## src/nvm_command_pkg.sv

```systemverilog
/*
 * constants for the command-issue front end of the memory controller.
 * assumes a 16-bit control register at offset 0x0 on a byte-addressed peripheral bus.
 */
package nvm_command_pkg;
	localparam logic [7:0]  ctrl_offset       = 8'h00;
	localparam logic [7:0]  exec_key          = 8'ha5;
	localparam logic [15:0] ctrl_reset        = 16'h0000;
	localparam int          key_lsb           = 8;
	localparam int          key_msb           = 15;
	localparam int          cmd_msb           = 6;
	localparam int          cmd_width         = 7;
	localparam logic [7:0]  status_offset     = 8'h04;
	localparam logic [7:0]  addr_offset       = 8'h08;
	localparam logic [7:0]  flags_offset      = 8'h0c;
	localparam int          ready_bit         = 0;
	localparam int          error_bit         = 1;
	localparam int          enable_bit        = 0;
	localparam int          addr_width        = 16;
	localparam int          hist_depth        = 8;
	localparam int          hist_addr_width   = 3;
endpackage : nvm_command_pkg

```

## src/command_history_mem.sv

```systemverilog
/*
 * small memory holding the last accepted commands, registered read data.
 * assumes a single clock; write and read in any cycle.
 */
`timescale 1ns/10ps
module command_history_mem #(
	parameter int width      = 7,
	parameter int depth      = 8,
	parameter int addr_width = 3
) (
	// clock
	input  wire logic                  sys_clk,
	// write side
	input  wire logic                  wr_en,
	input  wire logic [addr_width-1:0] wr_addr,
	input  wire logic [width-1:0]      wr_data,
	// read side
	input  wire logic [addr_width-1:0] rd_addr,
	output logic      [width-1:0]      rd_data
);
	initial begin
		if (depth > (1 << addr_width)) begin
			$error("depth too large for addr_width");
		end
	end

	logic [width-1:0] mem [depth];

	always_ff @(posedge sys_clk) begin
		if (wr_en) begin
			mem[wr_addr] <= wr_data;
		end
		rd_data <= mem[rd_addr];
	end
endmodule : command_history_mem

```

## src/nvm_command_issue.sv

```systemverilog
/*
 * command-issue front end: key check, error flag, arbitration with memory-bus traffic.
 * assumes one 125 MHz clock, a byte-addressed 32-bit peripheral bus with byte strobes,
 * and a memory block that reports busy and pulses done when a command finishes.
 */
`timescale 1ns/10ps
module nvm_command_issue #(
	parameter int cmd_width  = nvm_command_pkg::cmd_width,
	parameter int addr_width = nvm_command_pkg::addr_width
) (
	// clock and reset
	input  wire logic                  sys_clk,
	input  wire logic                  reset_n,
	// peripheral register bus
	input  wire logic                  bus_sel,
	input  wire logic                  bus_write,
	input  wire logic [7:0]            bus_addr,
	input  wire logic [3:0]            bus_strb,
	input  wire logic [31:0]           bus_wdata,
	output logic      [31:0]           bus_rdata,
	// memory bus and memory block
	input  wire logic                  mem_bus_active,
	input  wire logic                  mem_block_busy,
	input  wire logic                  mem_cmd_done,
	// command issued to the memory block
	output logic                       cmd_start,
	output logic      [cmd_width-1:0]  cmd_code,
	output logic      [addr_width:0]   cmd_byte_addr
);
	initial begin
		if (cmd_width != nvm_command_pkg::cmd_width) begin
			$error("command field is fixed at 7 bits");
		end
		if (addr_width < 1 || addr_width > 16) begin
			$error("addr_width out of range");
		end
	end

	typedef enum logic [1:0] {st_idle, st_pending, st_running} issue_state_e;

	// ----------------------------------------------------------------
	// byte-lane merge
	// ----------------------------------------------------------------
	function automatic logic [15:0] merge16(input logic [15:0] old_v,
	                                        input logic [15:0] new_v,
	                                        input logic [1:0]  strb);
		merge16 = {strb[1] ? new_v[15:8] : old_v[15:8],
		           strb[0] ? new_v[7:0]  : old_v[7:0]};
	endfunction : merge16

	// ----------------------------------------------------------------
	// decode
	// ----------------------------------------------------------------
	logic                  busy;
	issue_state_e          state_q;
	issue_state_e          state_d;
	logic [cmd_width-1:0]  cmd_q;
	logic [7:0]            key_q;
	logic                  issued_q;
	logic                  error_q;
	logic                  enable_q;
	logic [addr_width-1:0] addr_q;
	logic [nvm_command_pkg::hist_addr_width-1:0] hist_wr_q;
	logic [cmd_width-1:0]  hist_rd;
	logic [31:0]           rdata_q;
	logic [15:0]           ctrl_view;

	wire wr        = bus_sel && bus_write;
	wire ctrl_hit  = bus_addr == nvm_command_pkg::ctrl_offset;
	wire stat_hit  = bus_addr == nvm_command_pkg::status_offset;
	wire addr_hit  = bus_addr == nvm_command_pkg::addr_offset;
	wire flag_hit  = bus_addr == nvm_command_pkg::flags_offset;
	wire ctrl_wr   = wr && ctrl_hit && (bus_strb[1:0] != 2'h0);
	// key and command must arrive in one access, so both lanes are needed
	wire full_wr   = ctrl_wr && (bus_strb[1:0] == 2'h3);
	wire key_ok    = full_wr && (bus_wdata[nvm_command_pkg::key_msb:
	                           nvm_command_pkg::key_lsb] == nvm_command_pkg::exec_key);
	wire key_bad   = ctrl_wr && !key_ok;
	assign busy    = state_q != st_idle;
	wire accept    = key_ok && !busy;
	wire collide   = key_ok && busy;
	wire mem_idle  = !mem_bus_active && !mem_block_busy;
	wire ready     = !busy;

	wire [15:0] ctrl_new = merge16({key_q, 1'b0, cmd_q}, bus_wdata[15:0], bus_strb[1:0]);
	wire [15:0] addr_new = merge16(16'(addr_q), bus_wdata[15:0], bus_strb[1:0]);
	// a command accepted on an idle memory launches at the same edge cmd_q loads
	wire [cmd_width-1:0] launch_code = accept ? ctrl_new[nvm_command_pkg::cmd_msb:0] : cmd_q;

	// ----------------------------------------------------------------
	// issue state machine
	// ----------------------------------------------------------------
	always_comb begin
		state_d = state_q;
		case (state_q)
			st_idle: begin
				if (accept) begin
					state_d = mem_idle ? st_running : st_pending;
				end
			end
			st_pending: begin
				if (mem_idle) begin
					state_d = st_running;
				end
			end
			st_running: begin
				if (mem_cmd_done) begin
					state_d = st_idle;
				end
			end
			default: state_d = st_idle;
		endcase
	end

	wire start_now = (state_q != st_running) && (state_d == st_running);

	always_ff @(posedge sys_clk or negedge reset_n) begin
		if (!reset_n) begin
			state_q <= st_idle;
		end else begin
			state_q <= state_d;
		end
	end

	// ----------------------------------------------------------------
	// registers
	// ----------------------------------------------------------------
	always_ff @(posedge sys_clk or negedge reset_n) begin
		if (!reset_n) begin
			cmd_q    <= nvm_command_pkg::ctrl_reset[cmd_width-1:0];
			key_q    <= nvm_command_pkg::ctrl_reset[nvm_command_pkg::key_msb:
			                                        nvm_command_pkg::key_lsb];
			issued_q <= 1'b0;
			error_q  <= 1'b0;
			enable_q <= 1'b0;
			addr_q   <= '0;
		end else begin
			if (accept) begin
				cmd_q    <= ctrl_new[nvm_command_pkg::cmd_msb:0];
				key_q    <= ctrl_new[nvm_command_pkg::key_msb:nvm_command_pkg::key_lsb];
				issued_q <= 1'b1;
			end
			// set wins over a write-one clear in the same cycle
			if (key_bad || collide) begin
				error_q <= 1'b1;
			end else if (wr && stat_hit && bus_strb[0] &&
			             bus_wdata[nvm_command_pkg::error_bit]) begin
				error_q <= 1'b0;
			end
			if (wr && stat_hit && bus_strb[0]) begin
				enable_q <= bus_wdata[nvm_command_pkg::enable_bit];
			end
			if (wr && addr_hit && !enable_q && !busy) begin
				addr_q <= addr_new[addr_width-1:0];
			end
		end
	end

	// ----------------------------------------------------------------
	// history of accepted commands
	// ----------------------------------------------------------------
	always_ff @(posedge sys_clk or negedge reset_n) begin
		if (!reset_n) begin
			hist_wr_q <= '0;
		end else if (accept) begin
			hist_wr_q <= hist_wr_q + 1'b1;
		end
	end

	command_history_mem #(
		.width      (cmd_width),
		.depth      (nvm_command_pkg::hist_depth),
		.addr_width (nvm_command_pkg::hist_addr_width)
	) u_hist (
		.sys_clk (sys_clk),
		.wr_en   (accept),
		.wr_addr (hist_wr_q),
		.wr_data (ctrl_new[nvm_command_pkg::cmd_msb:0]),
		.rd_addr (hist_wr_q - 1'b1),
		.rd_data (hist_rd)
	);

	// ----------------------------------------------------------------
	// read path
	// ----------------------------------------------------------------
	assign ctrl_view = {key_q[7:1], key_q[0] | !issued_q, 1'b0, cmd_q};
	// history memory is not reset, so hide it until a command was accepted
	wire [cmd_width-1:0] last_cmd = issued_q ? hist_rd : '0;

	wire [31:0] rd_mux =
		ctrl_hit ? {16'h0000, ctrl_view} :
		stat_hit ? {16'h0000, last_cmd, 7'h00, error_q, enable_q} :
		addr_hit ? {{(32-addr_width){1'b0}}, addr_q} :
		flag_hit ? {31'h00000000, ready} :
		32'h00000000;

	always_ff @(posedge sys_clk or negedge reset_n) begin
		if (!reset_n) begin
			rdata_q <= 32'h00000000;
		end else if (bus_sel && !bus_write) begin
			rdata_q <= rd_mux;
		end
	end

	assign bus_rdata = rdata_q;

	// ----------------------------------------------------------------
	// command outputs
	// ----------------------------------------------------------------
	always_ff @(posedge sys_clk or negedge reset_n) begin
		if (!reset_n) begin
			cmd_start     <= 1'b0;
			cmd_code      <= '0;
			cmd_byte_addr <= '0;
		end else begin
			cmd_start <= start_now;
			if (start_now) begin
				cmd_code      <= launch_code;
				cmd_byte_addr <= {addr_q, 1'b0};
			end
		end
	end
endmodule : nvm_command_issue

```

## config.mk

```make
export PLATFORM = sky130hd
export DESIGN_NAME = nvm_command_issue
export DESIGN_NICKNAME = d
export VERILOG_FILES = /design/src/nvm_command_pkg.sv /design/src/command_history_mem.sv /design/src/nvm_command_issue.sv
export SDC_FILE = /design/constraint.sdc
export NUM_CORES = 1
export LEC_CHECK = 0
export ABC_CLOCK_PERIOD_IN_PS = 6260
export BUFFER_PORTS_ARGS = -buffer_cell sky130_fd_sc_hd__buf_2
export CAP_MARGIN = 30
export CORE_MARGIN = 4
export CORE_UTILIZATION = 30
export DETAILED_ROUTE_END_ITERATION = 6
export HOLD_SLACK_MARGIN = 0.15
export SLEW_MARGIN = 20
export SYNTH_ARGS = -nofsm -noshare
export SYNTH_HDL_FRONTEND = slang
export SYNTH_SLANG_ARGS = --single-unit
```

## constraint.sdc

```tcl
create_clock -name sys_clk -period 6.26 [get_ports sys_clk]
set_clock_uncertainty 0.15 [all_clocks]
set_input_delay 0.313 -clock sys_clk [delete_from_list [all_inputs] [get_ports sys_clk]]
set_output_delay 0.313 -clock sys_clk [all_outputs]
set_load 0.02 [all_outputs]
```

== After elaboration in Yosys (flattened, before gate mapping) ==
Memory sizes are Yosys's and may differ from the RTL's. A register that Yosys moved wholly into a read port is not among the register bits.
Cells that the tools add are included.
Storage, ports and cells
  flip-flop bits (word level): 95
  memory bits (writable): 56
  bits of input ports: 51
  output and inout port bits: 57
  word-level logic and storage cells: 75
  memories kept: 1
Memory list
  u_hist.mem: depth 8, bits a word 7, read ports 1, clocked after Yosys merged registers in 1, write ports 1, line command_history_mem.sv:27  | logic [width-1:0] mem [depth];
Cells by class
  add/sub/neg operators: 2
  eq/ne operators: 9
  mux-type cells: 16
  bitwise gates (word level): 1
  reduce and logical (&&, ||, !) cells: 33
Operator list (count)
  2-to-1 mux 16 bit: 3
  2-to-1 mux 7 bit: 3
  logical AND 1 bit: 17
  == test 8 x 4 -> 1 bit, second input constant: 2
  == test 8 x 3 -> 1 bit, second input constant: 1
  == test 8 bit, second input constant: 1
  logical NOT 8 bit: 1
  2-to-1 mux 2 bit: 4
  logical NOT 1 bit: 7
  == test 2 bit, second input constant: 3
  case mux 2 bit (3 select lines): 1
  AND reduction 2 bit: 3
  nonzero test 2 bit: 3
  2-to-1 mux 1 bit: 5
  adder 3 x 1 -> 3 bit, second input constant: 1
  subtractor 3 x 1 -> 3 bit, second input constant: 1
  == test 2 x 1 -> 1 bit, second input constant: 1
  logical NOT 2 bit: 1
  inequality test 2 bit, second input constant: 1
  logical OR 1 bit: 1
  OR 1 bit: 1

== Logic depth before layout (Yosys ltp) ==
  depth in word-level cells: 10
  depth in mapped cells: 7
  depth with buffers taken out: 4

== Cells and area by module ==
Synthesis repeated with hierarchy kept, for this count alone.
Second synthesis, totals
  cell total of the unflattened synthesis: 415
  area total of the unflattened synthesis: 6150.9 µm²
Modules (own cells, without submodules)
  nvm_command_issue: times used 1, cells each 314, area each 3784.9 µm², seq. area each 1976.9 µm²
  command_history_mem: times used 1, cells each 101, area each 2366.0 µm², seq. area each 1821.7 µm²

== Worst setup path before layout ==
Ideal clock, no wire load.
  path type: register -> register
  start point: reg hist_wr_q[0] in the netlist's numbering
  end point: reg u_hist.rd_data[0] (read register of u_hist.mem)
  library setup time: 121 ps
  data arrival time: 2588 ps
  required time: 5989 ps
  slack: 3402 ps
  stages on the path, launching flop included: 8
  path buffers: 3
  clock period less this slack: 2858 ps
  cell sequence: dfrtp_1 clkbuf_1 buf_2 inv_1 ha_1 clkbuf_1 mux4_2 mux2_2
On the way
  cells in the longest elaborated chain, start to end: 1
Ends and longest elaborated chain
  start: declaration: line nvm_command_issue.sv:63  | logic [nvm_command_pkg::hist_addr_width-1:0] hist_wr_q;
  start signal: assignment: line nvm_command_issue.sv:166  | hist_wr_q <= hist_wr_q + 1'b1;
  subtractor 3 x 1 -> 3 bit: line nvm_command_issue.sv:179  | .rd_addr (hist_wr_q - 1'b1),
  net u_hist.rd_addr[0]: line command_history_mem.sv:18  | input wire logic [addr_width-1:0] rd_addr,
  end: declaration: line command_history_mem.sv:19  | output logic [width-1:0] rd_data
The timed path passes the listed nets, and every way through them passes these cells.
A chain may end at the register's enable or synchronous reset.

== Final worst setup path ==
  start point: in bus_wdata[9]
  end point: mem u_hist.mem[4][3] (enable)
On the way
  cells in the longest elaborated chain, start to end: 5
Ends and longest elaborated chain
  start: declaration: line nvm_command_issue.sv:19  | input wire logic [31:0] bus_wdata,
  == test 8 bit: line nvm_command_issue.sv:77  | nvm_command_pkg::key_lsb] == nvm_command_pkg::exec_key);
  logical AND 1 bit: line nvm_command_issue.sv:76  | wire key_ok = full_wr && (bus_wdata[nvm_command_pkg::key_msb:
  logical AND 1 bit: line nvm_command_issue.sv:80  | wire accept = key_ok && !busy;
  2-to-1 mux 1 bit: line command_history_mem.sv:30  | if (wr_en) begin
  2-to-1 mux 1 bit (not written as such): line command_history_mem.sv:31  | mem[wr_addr] <= wr_data;
  end: declaration: line command_history_mem.sv:27
Every way passes these cells.

==> summary.md <==
| Metric | Value |
|---|---|
| Standard-cell row count | `between 50 and 60` |
| Number of endpoints with negative hold slack in the final report | `0` |
| Layout cell share with drive strength beyond 1 | `0.296` |
| Via count of the first global-routing pass | `between 4,000 and 5,000` |
| Highest ir drop seen on vdd | `0.000128 V` |
| Layout overhead on the synthesized area | `21.9%` |
| Dominant cell type by count on the critical path | `sky130_fd_sc_hd__buf_2` |
| Run status | `finished, final reports clean` |
| Wire length of the first global-routing pass | `25,400 µm` |
| Final GP Congestion | `approximately 0.81` |
| Initial standard-cell utilization of the core | `0.305` |
| Post-Syn Instances | `491` |
| Placeable core area | `21,000 µm²` |
| Post_cts resized | `0` |
| DRC viols | `0` |
| Count of nets left with antenna violations after detail routing | `0` |
| Unrepaired setup endpoints after global routing | `false` |
| Async set or reset register ratio after synthesis | `0.556` |
| I/O Buffers | `72` |
| Average cell area after synthesis | `between 10 and 15 µm²` |
| Final WL | `15,700 µm` |
| Tightest Hold Check Type | `in -> async` |
| Comb power frac | `0.042` |
| Max-slew violation count | `0` |
| Worst Tran Pin Value | `0.960 ns` |
| WL per Instance | `between 15 and 20 µm` |
| Setup-failing EPs final | `0` |
| Synth top area share | `0.309` |
| Synth unique cells | `between 40 and 50` |
| Clock latency at the later pin of the worst-skew pair | `0.42 ns` |
| Fraction of power spent switching nets | `0.222` |
| Total Die Area | `between 20,000 and 25,000 µm²` |
| Critical Path End Type | `flip-flop` |
| Final critical path time including I/O delays and setup | `around 3.2 ns` |
| Height of the chip | `roughly 150 µm` |
| Count of warnings emitted by yosys | `0` |
| Part of the Yosys area used for sequential elements | `0.593` |
| Number of inserted filler cells in the final layout | `2,007` |
| Violation count after the first detailed-route iteration | `around 320` |
| R2r worst-path depth | `5` |
| Minimum setup slack after placement | `2.80 ns` |
| Most used flip-flop cell after synthesis | `sky130_fd_sc_hd__dfrtp_1` |
| Cell family with the largest share of critical-path delay | `simple AND/OR/NAND/NOR gates` |
| Register bit total from synthesis | `roughly 140` |
| Die X-Extent | `between 150 and 200 µm` |
| Cell accounting for the most synthesized area | `sky130_fd_sc_hd__dfrtp_1` |
| Max stage delay on crit path | `about 0.58 ns` |
| First drt pass iteration count | `5` |
| Maximum fanout along the worst path | `22` |
| DPL Wire Length | `about 11,000 µm` |
| Antenna violations before repair | `0` |
| Synth top area cells | `sky130_fd_sc_hd__dfrtp_1 31%, sky130_fd_sc_hd__edfxtp_1 26%, sky130_fd_sc_hd__mux2_2 6.9%, sky130_fd_sc_hd__mux4_2 5.3%, sky130_fd_sc_hd__mux2i_1 3.1%` |
| Final net count | `roughly 640` |
| Vias | `~4,400` |
| Path type of the worst setup path | `in -> reg` |
| P per Cell Area | `about 250 nW/µm²` |
| Critical path buffers and inverters | `4` |
| Number of diodes | `0` |
| Clock share of power | `0.468` |
| CP required | `about 6.2 ns` |
| I/O pin total | `between 100 and 150` |
| Flop pwr share | `0.490` |
| Clock tree sinks | `142` |
| Number of buffers created by CTS | `17` |
| Worst-case clock buffer depth | `2` |
| Start of the worst register-to-register path | `state_q[0]` |
| Fmax | `0.316 GHz` |
| Largest net degree at the start of global routing | `between 50 and 60` |
| Worst path arrival time | `3.14 ns` |
| Summed negative setup slack over all endpoints | `0 ns` |
| Setup slack on the worst flop-to-flop path | `~3.4 ns` |
| Count of flip-flops with a built-in enable after synthesis | `56` |
| Capturing point of the worst reg2reg path | `u_hist.mem[4][3]` |
| Worst slew margin | `0.360` |
| Clock tree from TritonCTS | `done` |
| Post-synth design cell area | `~6400 µm²` |
| Clock edge transition at the registers on the reported setup and hold paths | `~0.060 ns` |
| Remaining Overflow, GRT | `0` |
| Period Utilization, post-route | `0.506` |
| Static leakage | `around 0.0035 µW` |
| Buffer type at the clock tree root | `sky130_fd_sc_hd__clkbuf_16` |
| Cell at the slowest stage of the critical path | `sky130_fd_sc_hd__nor3_1` |
| Internal power component | `1540 µW` |
| Critical path, cell by cell | `dlygate4sd3_1 > buf_2 > nor3b_1 > and4_1 > buf_4 > nand3_1 > nor3_1 > buf_2` |
| Number of max-cap violations | `0` |
| Clock H-tree levels | `4` |
| Final worst-path setup slack | `approximately 3 ns` |
| Overall routing resource usage | `0.135` |
| Net switching power | `between 400 and 500 µW` |
| Post-DR vias/cell | `5.10` |
| CP startpoint kind | `input port` |
## stage by stage
| step | power, µW | hold WS, ns | cell area (µm²) | cells | utilization |
|---|---|---|---|---|---|
| floorplan | 1030 | -0.133 | 6470 | 507 | - |
| global placement | 1060 | 0.298 | 6960 | 810 | 0.331 |
| detailed placement | 1060 | 0.0824 | 7030 | 815 | 0.334 |
| CTS | 2000 | 0.161 | 7790 | 869 | 0.371 |
| global route | 2060 | 0.178 | 7810 | 870 | 0.371 |
| finish | 1980 | 0.184 | 7810 | 870 | 0.371 |
## state kept, by name, indices dropped and copies added (netlist names)
signal / flops
cmd_q: 7
issued_q: 1
bus_rdata: 16
hist_wr_q: 3
enable_q: 1
u_hist.mem: 56
cmd_code: 7
cmd_byte_addr: 16
cmd_start: 1
state_q: 2
addr_q: 16
key_q: 8
error_q: 1
u_hist.rd_data: 7
## area by class of cell
type	instances	area [µm²]	area share
Sequential cell	142	3800	0.487
Clock buffer	18	429	0.0550
Tap cell	275	344	0.0441
Multi-Input combinational cell	305	2380	0.305
Timing Repair Buffer	105	696	0.0891
Clock inverter	14	118	0.0151
Inverter	11	41.3	0.00529
## power groups by stage
stage | clock network (µW) | registers, µW | logic [µW]
detailed placement | 0 | 990 | 72.8
finish | 927 | 972 | 83.3
CTS | 947 | 972 | 83.5
global route | 992 | 972 | 91.5
global placement | 0 | 990 | 68.2
floorplan | 0 | 989 | 44.7
## timing repair
item	in CTS	in global routing
buffers inserted	0	0
hold buffers	22	0
endpoints found under the hold margin	99	0
endpoints found under the setup margin	0	0
## per-layer routing
layer | track usage | wire, µm
met2 | 0.210 | 7440
met5 | 0 | 0
met1 | 0.183 | 6910
met3 | 0.0402 | 1130
met4 | 0.0425 | 219
## cells in the final DEF, fill, tap and decap left out, drive strengths merged, types with 17 or more instances in the layout
cell type     n
buf          83
dfrtp        79
edfxtp       56
mux2         39
nand2        37
nand4        22
dlygate4sd3  22
mux2i        20
nand3        19
nor2b        18
clkbuf       18
and3         17
conb         17
## kinds of logic (layout without fill, tap and decap cells)
kind of cell / after synthesis / in the layout / synth area share
compound gates: 52 / 52 / 0.0615
xor+xnor: 3 / 3 / 0.00410
fa+ha+maj: 2 / 2 / 0.00391
buf+inv: 60 / 148 / 0.0480
flops: 142 / 142 / 0.593
mux: 74 / 74 / 0.153
other cells: 1 / 17 / 0.000585
simple gates: 157 / 157 / 0.136
## how the worst max path moves through the flow
stage	start	endpoint	depth (start not counted)
after global placement	bus_addr[3]	u_hist.mem[1][3]	6
final	bus_wdata[9]	u_hist.mem[4][3]	8
after global routing	bus_wdata[9]	u_hist.mem[4][1]	8
after floorplan	hist_wr_q[0]	u_hist.rd_data[0]	7
after CTS	bus_wdata[9]	u_hist.mem[1][2]	7
after detailed placement	bus_addr[3]	u_hist.mem[1][2]	6
## Yosys cell counts, drive strengths merged, types with 9 or more instances
cell type / number
a221oi: 16
a22o: 9
and3: 17
buf: 22
clkbuf: 27
dfrtp: 79
edfxtp: 56
inv: 11
mux2: 39
mux2i: 20
mux4: 15
nand2: 37
nand3: 19
nand4: 22
nor2: 9
nor2b: 18
No activity file was read; power rests on OpenSTA's default activity.
